File: src/hdl/touch_scan_pkg.sv
package touch_scan_pkg;
   localparam int CLK_HZ = 10_000_000;
   localparam int TICK_PERIOD_MS = 100;
   // Cycles between two interval ticks, derived from the period and the clock rate.
   localparam int TICK_CYCLES = TICK_PERIOD_MS * (CLK_HZ / 1000);
   localparam int MAX_CHANNELS = 8;
   localparam int CHAN_W = 3;
   localparam int DATA_W = 16;
   localparam int MEAS_BASE_CYCLES = 16;
   localparam int SETTLE_POS = 0;
   localparam int SETTLE_W = 8;
   localparam logic [DATA_W-1:0] SETTINGS_RESET = 16'h0000;
   localparam logic [DATA_W-1:0] RESULT_RESET = 16'h0000;

   typedef enum logic [1:0] {PWR_NORMAL, PWR_STOP, PWR_STATE_A} pwr_t;
   typedef enum logic [1:0] {SC_SUSPEND, SC_WAIT_SET, SC_MEASURE, SC_WAIT_RD} scan_t;
endpackage

File: src/hdl/touch_link_if.sv
`timescale 1ns/1ps
`default_nettype none
interface touch_link_if;
   import touch_scan_pkg::*;
   logic interval_tick_irq;
   logic settings_write_req;
   logic settings_done;
   logic [DATA_W-1:0] settings_data;
   logic result_read_req;
   logic result_done;
   logic [DATA_W-1:0] result_data;
   logic [CHAN_W-1:0] chan_idx;
   logic scan_end_irq;

   modport sense_end (
      input interval_tick_irq,
      output settings_write_req,
      input settings_done,
      input settings_data,
      output result_read_req,
      input result_done,
      output result_data,
      output chan_idx,
      output scan_end_irq
   );

   modport xfer_end (
      output interval_tick_irq,
      input settings_write_req,
      output settings_done,
      output settings_data,
      input result_read_req,
      output result_done,
      input result_data,
      input chan_idx,
      input scan_end_irq
   );
endinterface
`default_nettype wire

File: src/hdl/cap_meas_counter.sv
`timescale 1ns/1ps
`default_nettype none
module cap_meas_counter
   import touch_scan_pkg::*;
(
   // Clock and reset.
   input wire logic clk,
   input wire logic rst,
   // Control.
   input wire logic start,
   input wire logic [SETTLE_W-1:0] settle,
   input wire logic sense_pulse,
   // Answer.
   output logic done,
   output logic [DATA_W-1:0] count
);
   typedef struct packed {
      logic busy;
      logic [SETTLE_W:0] left;
      logic [DATA_W-1:0] acc;
      logic done;
   } meas_t;

   meas_t st_reg;
   meas_t st_next;

   always_comb
   begin
      st_next = st_reg;
      st_next.done = 1'b0;
      if (start)
      begin
         st_next.busy = 1'b1;
         st_next.left = (SETTLE_W+1)'(MEAS_BASE_CYCLES - 1) + {1'b0, settle};
         st_next.acc = RESULT_RESET;
      end
      else if (st_reg.busy)
      begin
         if (sense_pulse)
         begin
            st_next.acc = st_reg.acc + 16'h0001;
         end
         if (st_reg.left == '0)
         begin
            st_next.busy = 1'b0;
            st_next.done = 1'b1;
         end
         else
         begin
            st_next.left = st_reg.left - 9'h001;
         end
      end
   end

   always_ff @(posedge clk)
   begin
      if (rst)
      begin
         st_reg <= '{busy: 1'b0, left: '0, acc: RESULT_RESET, done: 1'b0};
      end
      else
      begin
         st_reg <= st_next;
      end
   end

   assign done = st_reg.done;
   assign count = st_reg.acc;
endmodule
`default_nettype wire

File: src/hdl/touch_sense_end.sv
`timescale 1ns/1ps
`default_nettype none
module touch_sense_end
   import touch_scan_pkg::*;
(
   // Clock and reset.
   input wire logic CORE_CLK,
   input wire logic RST,
   // Link to the transfer side.
   touch_link_if.sense_end LINK,
   // CPU side.
   input wire logic STOP_EXEC,
   output logic [1:0] CPU_STATE,
   output logic CPU_RUN,
   // Scan configuration and status.
   input wire logic [CHAN_W-1:0] CHAN_LAST,
   input wire logic SENSE_PULSE,
   output logic SCAN_BUSY,
   output logic [DATA_W-1:0] LAST_RESULT
);
   typedef struct packed {
      scan_t scan;
      pwr_t pwr;
      logic cpu_run;
      logic busy;
      logic [CHAN_W-1:0] chan;
      logic [DATA_W-1:0] settings;
      logic [DATA_W-1:0] result;
      logic wr_req;
      logic rd_req;
      logic end_irq;
      logic meas_start;
   } sense_t;

   sense_t st_reg;
   sense_t st_next;
   logic meas_done;
   logic [DATA_W-1:0] meas_count;

   cap_meas_counter u_meas (
      .clk(CORE_CLK),
      .rst(RST),
      .start(st_reg.meas_start),
      .settle(st_reg.settings[SETTLE_POS +: SETTLE_W]),
      .sense_pulse(SENSE_PULSE),
      .done(meas_done),
      .count(meas_count)
   );

   always_comb
   begin
      st_next = st_reg;
      st_next.wr_req = 1'b0;
      st_next.rd_req = 1'b0;
      st_next.end_irq = 1'b0;
      st_next.meas_start = 1'b0;
      unique case (st_reg.scan)
         SC_SUSPEND:
         begin
            // Only a tick leaves this state, whatever the CPU is doing.
            if (LINK.interval_tick_irq)
            begin
               st_next.scan = SC_WAIT_SET;
               st_next.busy = 1'b1;
               st_next.chan = '0;
               st_next.wr_req = 1'b1;
               if (st_reg.pwr == PWR_STOP)
               begin
                  st_next.pwr = PWR_STATE_A;
               end
            end
         end
         SC_WAIT_SET:
         begin
            if (LINK.settings_done)
            begin
               st_next.settings = LINK.settings_data;
               st_next.meas_start = 1'b1;
               st_next.scan = SC_MEASURE;
            end
         end
         SC_MEASURE:
         begin
            if (meas_done)
            begin
               st_next.result = meas_count;
               st_next.rd_req = 1'b1;
               st_next.scan = SC_WAIT_RD;
            end
         end
         SC_WAIT_RD:
         begin
            if (LINK.result_done)
            begin
               if (st_reg.chan == CHAN_LAST)
               begin
                  st_next.end_irq = 1'b1;
                  st_next.scan = SC_SUSPEND;
                  st_next.busy = 1'b0;
                  if (st_reg.pwr == PWR_STATE_A)
                  begin
                     st_next.pwr = PWR_NORMAL;
                  end
               end
               else
               begin
                  st_next.chan = st_reg.chan + 3'h1;
                  st_next.wr_req = 1'b1;
                  st_next.scan = SC_WAIT_SET;
               end
            end
         end
      endcase
      // Ticks outside the suspended state fall through unused.
      if (STOP_EXEC && st_reg.pwr == PWR_NORMAL)
      begin
         st_next.pwr = PWR_STOP;
      end
      st_next.cpu_run = (st_next.pwr == PWR_NORMAL);
   end

   always_ff @(posedge CORE_CLK)
   begin
      if (RST)
      begin
         st_reg <= '{scan: SC_SUSPEND, pwr: PWR_NORMAL, cpu_run: 1'b1, busy: 1'b0,
                     chan: '0, settings: SETTINGS_RESET, result: RESULT_RESET,
                     wr_req: 1'b0, rd_req: 1'b0, end_irq: 1'b0, meas_start: 1'b0};
      end
      else
      begin
         st_reg <= st_next;
      end
   end

   assign LINK.settings_write_req = st_reg.wr_req;
   assign LINK.result_read_req = st_reg.rd_req;
   assign LINK.result_data = st_reg.result;
   assign LINK.chan_idx = st_reg.chan;
   assign LINK.scan_end_irq = st_reg.end_irq;
   assign CPU_STATE = st_reg.pwr;
   assign CPU_RUN = st_reg.cpu_run;
   assign SCAN_BUSY = st_reg.busy;
   assign LAST_RESULT = st_reg.result;
endmodule
`default_nettype wire

File: src/flat_wrapper.sv
// flat-port wrapper written by rule: the top's interface ports become plain ports
module touch_sense_end_flat import touch_scan_pkg::*;
  (CORE_CLK, RST, STOP_EXEC, CPU_STATE, CPU_RUN, CHAN_LAST, SENSE_PULSE, SCAN_BUSY, LAST_RESULT, LINK_interval_tick_irq, LINK_settings_write_req, LINK_settings_done, LINK_settings_data, LINK_result_read_req, LINK_result_done, LINK_result_data, LINK_chan_idx, LINK_scan_end_irq);
  touch_link_if LINK_i ();
  input wire logic CORE_CLK;
  input wire logic RST;
  input wire logic STOP_EXEC;
  output logic [1:0] CPU_STATE;
  output logic CPU_RUN;
  input wire logic [CHAN_W-1:0] CHAN_LAST;
  input wire logic SENSE_PULSE;
  output logic SCAN_BUSY;
  output logic [DATA_W-1:0] LAST_RESULT;
  input wire logic [$bits(LINK_i.interval_tick_irq)-1:0] LINK_interval_tick_irq;
  output wire logic [$bits(LINK_i.settings_write_req)-1:0] LINK_settings_write_req;
  input wire logic [$bits(LINK_i.settings_done)-1:0] LINK_settings_done;
  input wire logic [$bits(LINK_i.settings_data)-1:0] LINK_settings_data;
  output wire logic [$bits(LINK_i.result_read_req)-1:0] LINK_result_read_req;
  input wire logic [$bits(LINK_i.result_done)-1:0] LINK_result_done;
  output wire logic [$bits(LINK_i.result_data)-1:0] LINK_result_data;
  output wire logic [$bits(LINK_i.chan_idx)-1:0] LINK_chan_idx;
  output wire logic [$bits(LINK_i.scan_end_irq)-1:0] LINK_scan_end_irq;
  assign LINK_i.interval_tick_irq = LINK_interval_tick_irq;
  assign LINK_settings_write_req = LINK_i.settings_write_req;
  assign LINK_i.settings_done = LINK_settings_done;
  assign LINK_i.settings_data = LINK_settings_data;
  assign LINK_result_read_req = LINK_i.result_read_req;
  assign LINK_i.result_done = LINK_result_done;
  assign LINK_result_data = LINK_i.result_data;
  assign LINK_chan_idx = LINK_i.chan_idx;
  assign LINK_scan_end_irq = LINK_i.scan_end_irq;
  touch_sense_end u_core (.CORE_CLK(CORE_CLK), .RST(RST), .LINK(LINK_i), .STOP_EXEC(STOP_EXEC), .CPU_STATE(CPU_STATE), .CPU_RUN(CPU_RUN), .CHAN_LAST(CHAN_LAST), .SENSE_PULSE(SENSE_PULSE), .SCAN_BUSY(SCAN_BUSY), .LAST_RESULT(LAST_RESULT));
endmodule
File: config.mk
export PLATFORM = sky130hd
export DESIGN_NAME = touch_sense_end_flat
export DESIGN_NICKNAME = d
export VERILOG_FILES = /design/src/hdl/touch_scan_pkg.sv /design/src/hdl/touch_link_if.sv /design/src/hdl/cap_meas_counter.sv /design/src/hdl/touch_sense_end.sv /design/src/flat_wrapper.sv
export SDC_FILE = /design/constraint.sdc
export NUM_CORES = 1
export LEC_CHECK = 0
export BUFFER_PORTS_ARGS = -buffer_cell sky130_fd_sc_hd__buf_2
export CAP_MARGIN = 15
export CORE_ASPECT_RATIO = 1.75
export CORE_UTILIZATION = 45
export CTS_CLUSTER_SIZE = 24
export DETAILED_ROUTE_END_ITERATION = 10
export PLACE_DENSITY = 0.66
export SLEW_MARGIN = 20
export SYNTH_ARGS = -nofsm -noshare
export SYNTH_HDL_FRONTEND = slang
export SYNTH_SLANG_ARGS = --single-unit
File: constraint.sdc
create_clock -name CORE_CLK -period 2.9 [get_ports CORE_CLK]
set_input_delay 0.145 -clock CORE_CLK [delete_from_list [all_inputs] [get_ports CORE_CLK]]
set_output_delay 0.145 -clock CORE_CLK [all_outputs]
set_load 0.005 [all_outputs]
==> results_dict.tcl, run 1 <==
set metrics [dict create \
    cp-start-kind "flop" \
    coreArea_um2 6860 \
    crit_type "flop to flop" \
    avgSynthCellArea_um2 8.24 \
    finalSetupTns_ns 0 \
    pre_cts_ws_ns 1.10 \
    hold_slack_ns 0.0733 \
    h-tree-depth 3 \
    place_congestion 0.871 \
    finalCritPeriodShare_pct 62.9 \
    grt_max_degree 45 \
    antenna_found_initial 0 \
    r2r_setup_slack_ns 1.08 \
    intPower_mw 1.94 \
    initial_core_util_pct 46.2 \
    n_antenna_cell 0 \
    swShare_pct 27.1 \
    combPwrFrac_pct 18.9 \
    postRouteAntennaNets 0 \
    dieArea_um2 7390 \
    synth-simple-area-share_pct 24.3 \
    finalWorstSetupSlack_ns 1.08 \
    yosys-top-cells-area "dfxtp_1 (40%), buf_4 (8.8%), nand2_1 (7.1%)" \
    fin_skew_ns 0.00601 \
    die_h_um 113 \
    cts_setup_buffers 0 \
    clock_latency_ns 0.32 \
    synth-compound-area-share_pct 11.5 \
    place_hpwl_um 4350 \
    final_cells 491 \
    routed_wl_um 6060 \
    cts_sinks 64 \
    synthCells 384 \
    finalMaxSlewViolations 0 \
    cts_root_buffer "clkbuf_16" \
    status "finished clean" \
    finalCriticalPeriod_ns 1.82 \
    postCtsHoldBufs 0 \
    relSlewSlack_pct 58.2 \
    synth_top_family_by_area "simple AND/OR/NAND/NOR gates" \
    hold_viol 0 \
    ys_seq_area_share_pct 40.5 \
    grt_overflow_total 0 \
    cp.arrival_ns 2.09 \
    fin_nets 436 \
    clk_pin_slew_ns 0.05 \
    async_flop_share_pct 0 \
    synthAdderAreaFrac_pct 3.16 \
    ys_seq_elements 64 \
    cts_tree "done" \
    synth-main-ff-cell "dfxtp_1" \
    clock.fmax_ghz 0.548 \
    drc_errors 0 \
    ir_drop_mv 0.455 \
    power_density_nw_per_um2 747 \
    tightest_slew_ns 0.621 \
    clkPwrFrac_pct 41.9 \
    grt_usage_pct 18.4 \
    synth_mux_area_share_pct 1.90 \
    holdCritPathClass "input pin to flop" \
    path_max_fanout 12 \
    power.share.sequential_pct 39.2 \
    rows 40 \
    syn2layout_area_growth_pct 12.3 \
    cp.required_ns 3.17 \
    drive_gt1_share_pct 19.7 \
    die_width_um 65.4 \
    via_per_inst 5.25 \
    drtPass1Iterations 4 \
    synth_cell_type_count 46 \
    p_sw_uw 719 \
    setup_viol 0 \
    clk_path_buf_depth 2 \
    endpoint_kind "flop" \
    vias 2580 \
    drt_iter0_drc 131 \
    design_power_total_mw 2.66 \
    grt_pass1_vias 2363 \
    p_leak_nw 1.47 \
    ys_warn_count 0 \
    port-buffer-count 59 \
    rsz0062_at_grt "false" \
    wire_per_inst_um 12.3 \
    yosys.area.top_type_share_pct 40.5 \
    syn_nets 418 \
    drv_cap 0 \
    synth_edf_count 0 \
    synth_area_leader_cell "dfxtp_1" \
    numCtsBuffers 9 \
    synth_area_um2 3170 \
    place_inst 475 \
    cts_resized 0 \
    synth_xor_area_share_pct 5.81 \
    io_pins 68 \
    grt_pass1_wl_um 10400 \
]
==> cells in the mapped netlist (all sizes together), types with 2 or more instances <==
cell and instances:
nor4 7, o2111ai 2, clkbuf 16, and2 2, o21ai 3, nor3b 2
nand2 60, or4 3, nand2b 5, ha 8, and4 4, nand3 19
dfxtp 64, a211oi 4, buf 39, or3 6, xor2 19, o21a 2
a221oi 2, inv 14, and3b 3, xnor2 2, a31oi 3, nand4 7
mux2i 6, nor2 29, a21oi 31, nor3 7
==> placed cells by master (no fill, tap or decap), types with 2 or more instances in the layout <==
cell type | Yosys | layout
a21oi_1 | 31 | 31
nand4_1 | 7 | 7
or3_1 | 6 | 6
ha_1 | 8 | 8
clkbuf_8 | 0 | 4
nand2_1 | 60 | 60
nor3b_1 | 2 | 2
clkbuf_16 | 0 | 9
a221oi_1 | 2 | 2
xnor2_1 | 2 | 2
and2_1 | 2 | 2
buf_4 | 37 | 3
a31oi_1 | 3 | 3
o21a_1 | 2 | 2
dfxtp_1 | 64 | 64
and3b_1 | 3 | 3
nor4_1 | 7 | 7
nand3_1 | 19 | 19
nand2b_1 | 5 | 5
a211oi_1 | 4 | 4
and4_1 | 4 | 4
inv_1 | 14 | 14
o21ai_0 | 3 | 3
nor2_1 | 29 | 29
xor2_1 | 19 | 19
buf_2 | 1 | 59
o2111ai_1 | 2 | 2
or4_1 | 2 | 2
mux2i_1 | 6 | 6
nor3_1 | 7 | 7
==> power groups by stage <==
stage	combinational (mW)	sequential [mW]	clock, mW
6_report	0.501	1.04	1.11
5_1_grt	0.567	1.05	1.18
4_1_cts	0.506	1.04	1.14
3_5_place_dp	0.502	1.06	0
3_3_place_gp	0.492	1.05	0
2_1_floorplan	0.398	1.03	0
==> logic make-up (layout without fill, tap and decap cells) <==
logic type | after synthesis | in the layout
flops | 64 | 64
fa+ha+maj | 8 | 8
mux | 6 | 6
buf+inv | 69 | 92
simple gates | 158 | 158
compound gates | 58 | 58
xor+xnor | 21 | 21
==> final cells by class <==
type,count,area [µm²]
Fill cell,667,3300
Tap cell,84,105
Multi-Input combinational cell,251,1480
Timing Repair Buffer,62,318
Inverter,14,52.6
Sequential cell,64,1280
Clock inverter,2,35.0
Clock buffer,14,284
==> per-layer routing <==
metal	track usage, %	up-vias	share of wire [%]
met5	0	-	0
met4	10.4	0	2.1
met3	5.85	13	4.3
met2	30.7	71	52
met1	20.1	1170	41
li1	-	1326	-
==> per-stage QoR <==
stage | cell area, µm² | utilization (%)
CTS | 3550 | 51.8
detailed placement | 3230 | 47.2
floorplan | 3170 | -
finish | 3550 | 51.8
global placement | 3230 | 47.2
global route | 3550 | 51.8
==> worst paths after layout <==
path	startpoint	end	cells after the start
hold / removal	LINK_settings_data[5]	u_core.st_reg[25]$_SDFFE_PP0P_	3
hold reg to reg	u_core.LAST_RESULT[4]$_SDFFE_PP0P_	u_core.LAST_RESULT[4]$_SDFFE_PP0P_	2
setup / recovery	u_core.st_reg[0]$_SDFF_PP0_	u_core.u_meas.count[13]$_SDFFE_PP0P_	4
setup reg to reg	u_core.st_reg[0]$_SDFF_PP0_	u_core.u_meas.count[13]$_SDFFE_PP0P_	4
==> critical path, cell delays in order, from the launching register on <==
cell and delay (ns):
dfxtp_1 0.43, inv_1 0.33, nand2_1 0.35, or4_1 0.58
nand2_1 0.07
Note: power is estimated with default switching activity, not from simulation.
==> run 2, diff against run 1 <==
- clock period: 2.9 -> 1.9 ns (I/O delays scaled with it)
==> run 2 against run 1 <==
Net effect:
- via count increased by 1.4%
- critical path type unchanged
- die area unchanged
- cell count increased by 1.4%
- power increased by 46%
- clock-buffer cell count decreased by 2
- worst setup slack got worse by 0.86 ns
==> results_dict.tcl, run 2 (synthesized netlist as in run 1, its figures left out) <==
set metrics [dict create \
    hold_slack_ns 0.0129 \
    grt_usage_pct 19.3 \
    cts_resized 0 \
    rows 40 \
    clk_path_buf_depth 2 \
    postCtsHoldBufs 0 \
    via_per_inst 5.25 \
    grt_pass1_wl_um 10800 \
    grt_pass1_vias 2493 \
    cts_root_buffer "clkbuf_16" \
    path_max_fanout 6 \
    initial_core_util_pct 46.2 \
    fin_nets 446 \
    n_antenna_cell 0 \
    vias 2616 \
    cts_tree "done" \
    pre_cts_ws_ns 0.231 \
    grt_overflow_total 0 \
    drv_cap 0 \
    clk_pin_slew_ns 0.05 \
    critical-path-max-stage-delay_ns 0.57 \
    relSlewSlack_pct 68.6 \
    cp.required_ns 2.10 \
    setup_viol 0 \
    fin_area_um2 3570 \
    postRouteAntennaNets 0 \
    rsz0062_at_grt "false" \
    cp.arrival_ns 1.88 \
    placed_area_um2 3310 \
    io_pins 68 \
    place_inst 485 \
    fin_skew_ns 0.00299 \
    finalCritPeriodShare_pct 88.5 \
    finalWorstSetupSlack_ns 0.218 \
    cts_sinks 64 \
    holdCritPathClass "input pin to flop" \
    regArea_um2 1280 \
    p_leak_nw 1.49 \
    cpLargestDelayFamily "simple AND/OR/NAND/NOR gates" \
    multi_input_area_um2 1480 \
    crit_type "flop to flop" \
    r2r_setup_slack_ns 0.22 \
    drive_gt1_share_pct 21.0 \
    power_density_nw_per_um2 1080 \
    dieArea_um2 7390 \
    coreArea_um2 6860 \
    drtPass1Iterations 4 \
    die_width_um 65.4 \
    finalSetupTns_ns 0 \
    drc_errors 0 \
    fillers 688 \
    endpoint_kind "flop" \
    h-tree-depth 3 \
    layout_commonest_cell "dfxtp_1" \
    layout_common_cells "dfxtp_1 (64), nand2_1 (60), buf_2 (59)" \
    finalMaxSlewViolations 0 \
    cts_setup_buffers 0 \
    drt_iter0_drc 93 \
    place_congestion 0.908 \
    antenna_found_initial 0 \
    cp_slowest_cell "or4_4" \
    syn2layout_area_growth_pct 12.8 \
    place_hpwl_um 4550 \
    tightest_slew_ns 0.471 \
    clock.fmax_ghz 0.595 \
    wire_per_inst_um 12.7 \
    status "finished clean" \
    die_h_um 113 \
    crit_buf_inv 0 \
    clock_latency_ns 0.33 \
    port-buffer-count 59 \
    numCtsBuffers 9 \
    cp-start-kind "flop" \
    finalCriticalPeriod_ns 1.68 \
    grt_max_degree 45 \
    final_cells 498 \
    hold_viol 0 \
    crit_chain "or4_4, or4_1, a31oi_1, nor2_1" \
    ir_drop_mv 0.605 \
    routed_wl_um 6320 \
]
==> run 2: changes by cell type in the layout (fill, tap and decap cells not counted) <==
cell	change
buf_4	+10
clkbuf_8	-2
bufinv_16	-1
==> run 2: cell type report <==
cell class,count,share of cell area (%)
multi-input cells,251,41.4
repair buffers,72,11.0
clock inverters,1,0.140
flip-flops and latches,64,35.9
clock buffers,12,7.18
well taps,84,2.94
inverters,14,1.47
==> run 2: worst paths after layout <==
path                                    startpoint                               endpoint  cells past startpoint
max          u_core.u_meas.st_reg[20]$_SDFFE_PP0P_  u_core.u_meas.st_reg[25]$_SDFFE_PP0P_                      4
min                          LINK_settings_data[6]         u_core.st_reg[26]$_SDFFE_PP0P_                      3
max reg2reg  u_core.u_meas.st_reg[20]$_SDFFE_PP0P_  u_core.u_meas.st_reg[25]$_SDFFE_PP0P_                      4
min reg2reg     u_core.LAST_RESULT[5]$_SDFFE_PP0P_     u_core.LAST_RESULT[5]$_SDFFE_PP0P_                      2
==> run 2: worst min-delay path, stage by stage <==
cell     delay [ns]
buf_2          0.10
nand3_1        0.05
a21oi_1        0.05
==> run 2: metrics by stage <==
step | power, mW | util [%]
4_1_cts | 3.91 | 52.1
6_report | 3.86 | 52.1
3_3_place_gp | 2.41 | 48.3
5_1_grt | 4.07 | 52.1
2_1_floorplan | 2.18 | -
3_5_place_dp | 2.43 | 48.3
==> run 2: routing by layer <==
metal / share of wire (%) / track usage [%]
met5: 0 / 0
met1: 39 / 19.2
met2: 53 / 34.5
met4: 4.1 / 14.9
met3: 3.5 / 2.82
==> run 2: report_power, final <==
| group | switching [mW] | total, mW | leakage [nW] | internal (mW) |
|---|---|---|---|---|
| logic | 0.453 | 0.829 | 0.845 | 0.376 |
| clock network | 0.529 | 1.46 | 0.130 | 0.926 |
| registers | 0.116 | 1.58 | 0.518 | 1.46 |
==> run 3, diff against run 2 <==
- CORE_MARGIN: unset -> 1.5
==> run 3 against run 2 <==
Net effect:
- clock power about the same
- clock skew increased by 0.0017 ns
- die area increased by 2.4%
- via count decreased by 0.42%
- highest routed layer unchanged
- sequential share of layout area decreased by 0.050 points
- critical endpoint unchanged
- combinational power decreased by 2.7%
- worst setup slack got worse by 0.060 ns
- clock-buffer cell count increased by 2
- critical path type unchanged
- design area increased by 0.14%
- global-route usage decreased by 1.3 points
- register-to-register slack got worse by 0.06 ns
- largest cell class unchanged
==> results_dict.tcl, run 3 (synthesized netlist as in run 1, its figures left out) <==
set metrics [dict create \
    status "finished clean" \
    wire_per_inst_um 12.5 \
    hold_depth 3 \
    path_max_fanout 9 \
    power_density_nw_per_um2 1090 \
    n_antenna_cell 0 \
    clock.fmax_ghz 0.574 \
    grt_usage_pct 18.0 \
    grt_max_degree 45 \
    clock_latency_ns 0.33 \
    postRouteAntennaNets 0 \
    place_hpwl_um 4490 \
    rr_endpoint "u_core.u_meas.st_reg[25]$_SDFFE_PP0P_" \
    critical-path-max-stage-delay_ns 0.60 \
    endpoint_kind "flop" \
    h-tree-depth 3 \
    routed_wl_um 6210 \
    rows 40 \
    postCtsHoldBufs 0 \
    dieArea_um2 7570 \
    r2r_setup_slack_ns 0.16 \
    layout_commonest_cell "dfxtp_1" \
    fin_skew_ns 0.00471 \
    relSlewSlack_pct 70.4 \
    die_h_um 114 \
    multi_input_area_um2 1480 \
    grt_overflow_total 0 \
    ir_drop_mv 0.722 \
    hold_viol 0 \
    grt_pass1_wl_um 10300 \
    crit_type "flop to flop" \
    place_congestion 0.923 \
    holdCritPathClass "input pin to flop" \
    finalMaxSlewViolations 0 \
    cts_tree "done" \
    regArea_um2 1280 \
    finalCritPeriodShare_pct 91.7 \
    pre_cts_ws_ns 0.165 \
    drive_gt1_share_pct 20.8 \
    coreArea_um2 6860 \
    io_pins 68 \
    port-buffer-count 59 \
    fin_nets 445 \
    die_width_um 66.4 \
    tightest_slew_ns 0.444 \
    crit_chain "or4_4, or4_1, a31oi_1, nor2_1" \
    crit_buf_inv 0 \
    initial_core_util_pct 46.2 \
    cts_resized 0 \
    drt_iter0_drc 100 \
    cp-start-kind "flop" \
    drc_errors 0 \
    layout_common_cells "dfxtp_1 (64), nand2_1 (60), buf_2 (59)" \
    finalSetupTns_ns 0 \
    p_leak_nw 1.49 \
    cts_setup_buffers 0 \
    finalCriticalPeriod_ns 1.74 \
    grt_pass1_vias 2393 \
    drv_cap 0 \
    fillers 678 \
    syn2layout_area_growth_pct 13.0 \
    rsz0062_at_grt "false" \
    via_per_inst 5.23 \
    cts_root_buffer "clkbuf_16" \
    vias 2605 \
    cts_sinks 64 \
    drtPass1Iterations 4 \
    finalWorstSetupSlack_ns 0.158 \
    clk_path_buf_depth 2 \
    cp_slowest_cell "or4_4" \
    antenna_found_initial 0 \
    clk_pin_slew_ns 0.05 \
    holdPathEnd "u_core.st_reg[22]$_SDFFE_PP0P_" \
    hp-start "LINK_settings_data[2]" \
    worstRegToRegCells 4 \
    cp.arrival_ns 1.94 \
    setup_viol 0 \
    numCtsBuffers 9 \
    cpLargestDelayFamily "simple AND/OR/NAND/NOR gates" \
    cp.required_ns 2.10 \
    r2r_start "u_core.u_meas.st_reg[19]$_SDFFE_PP0P_" \
]
-- run 3: stage by stage --
step | std cells | cell area [µm²] | total power, mW | hold WS, ns | utilization (%)
after CTS | 498 | 3580 | 3.93 | 0.00346 | 52.2
after global routing | 498 | 3580 | 4.11 | 0.0240 | 52.2
final | 498 | 3580 | 3.89 | 0.0191 | 52.2
after floorplan | 384 | 3170 | 2.18 | 0.239 | -
after global placement | 484 | 3300 | 2.39 | 0.351 | 48.2
after detailed placement | 484 | 3300 | 2.42 | 0.354 | 48.2
-- run 3: report_power, final --
group	internal, mW	total (mW)	leakage [nW]	switching (mW)
Sequential	1.46	1.59	0.518	0.122
Clock	0.973	1.49	0.135	0.520
Combinational	0.369	0.807	0.839	0.438
-- run 3: layout make-up --
class                   instances  share of cell area [%]
clock buffers                  14                    7.66
multi-input cells             251                    41.3
repair buffers                 71                    10.8
well taps                      84                    2.94
flip-flops and latches         64                    35.8
inverters                      14                    1.47
-- run 3: how the worst max path moves through the flow --
stage | start | end | cells past startpoint
6_report | u_core.u_meas.st_reg[19]$_SDFFE_PP0P_ | u_core.u_meas.st_reg[25]$_SDFFE_PP0P_ | 4
5_1_grt | u_core.u_meas.st_reg[19]$_SDFFE_PP0P_ | u_core.u_meas.st_reg[25]$_SDFFE_PP0P_ | 4
4_1_cts | u_core.u_meas.st_reg[19]$_SDFFE_PP0P_ | u_core.u_meas.st_reg[25]$_SDFFE_PP0P_ | 4
3_5_place_dp | u_core.u_meas.st_reg[19]$_SDFFE_PP0P_ | u_core.u_meas.st_reg[25]$_SDFFE_PP0P_ | 4
3_3_place_gp | u_core.u_meas.st_reg[19]$_SDFFE_PP0P_ | u_core.u_meas.st_reg[25]$_SDFFE_PP0P_ | 4
2_1_floorplan | u_core.u_meas.st_reg[19]$_SDFFE_PP0P_ | u_core.u_meas.st_reg[25]$_SDFFE_PP0P_ | 5
-- run 3: tightest hold or removal path, cell delays in order --
cell     delay [ns]
buf_2          0.10
nand3_1        0.05
a21oi_1        0.05
-- run 3: layer usage --
layer  up-vias  GRT usage, %  wire, µm
met3        17          6.31       277
met5         -             0         0
met1      1191          18.1      2490
li1       1336             -         -
met2        61          30.7      3260
met4         0          11.0       177
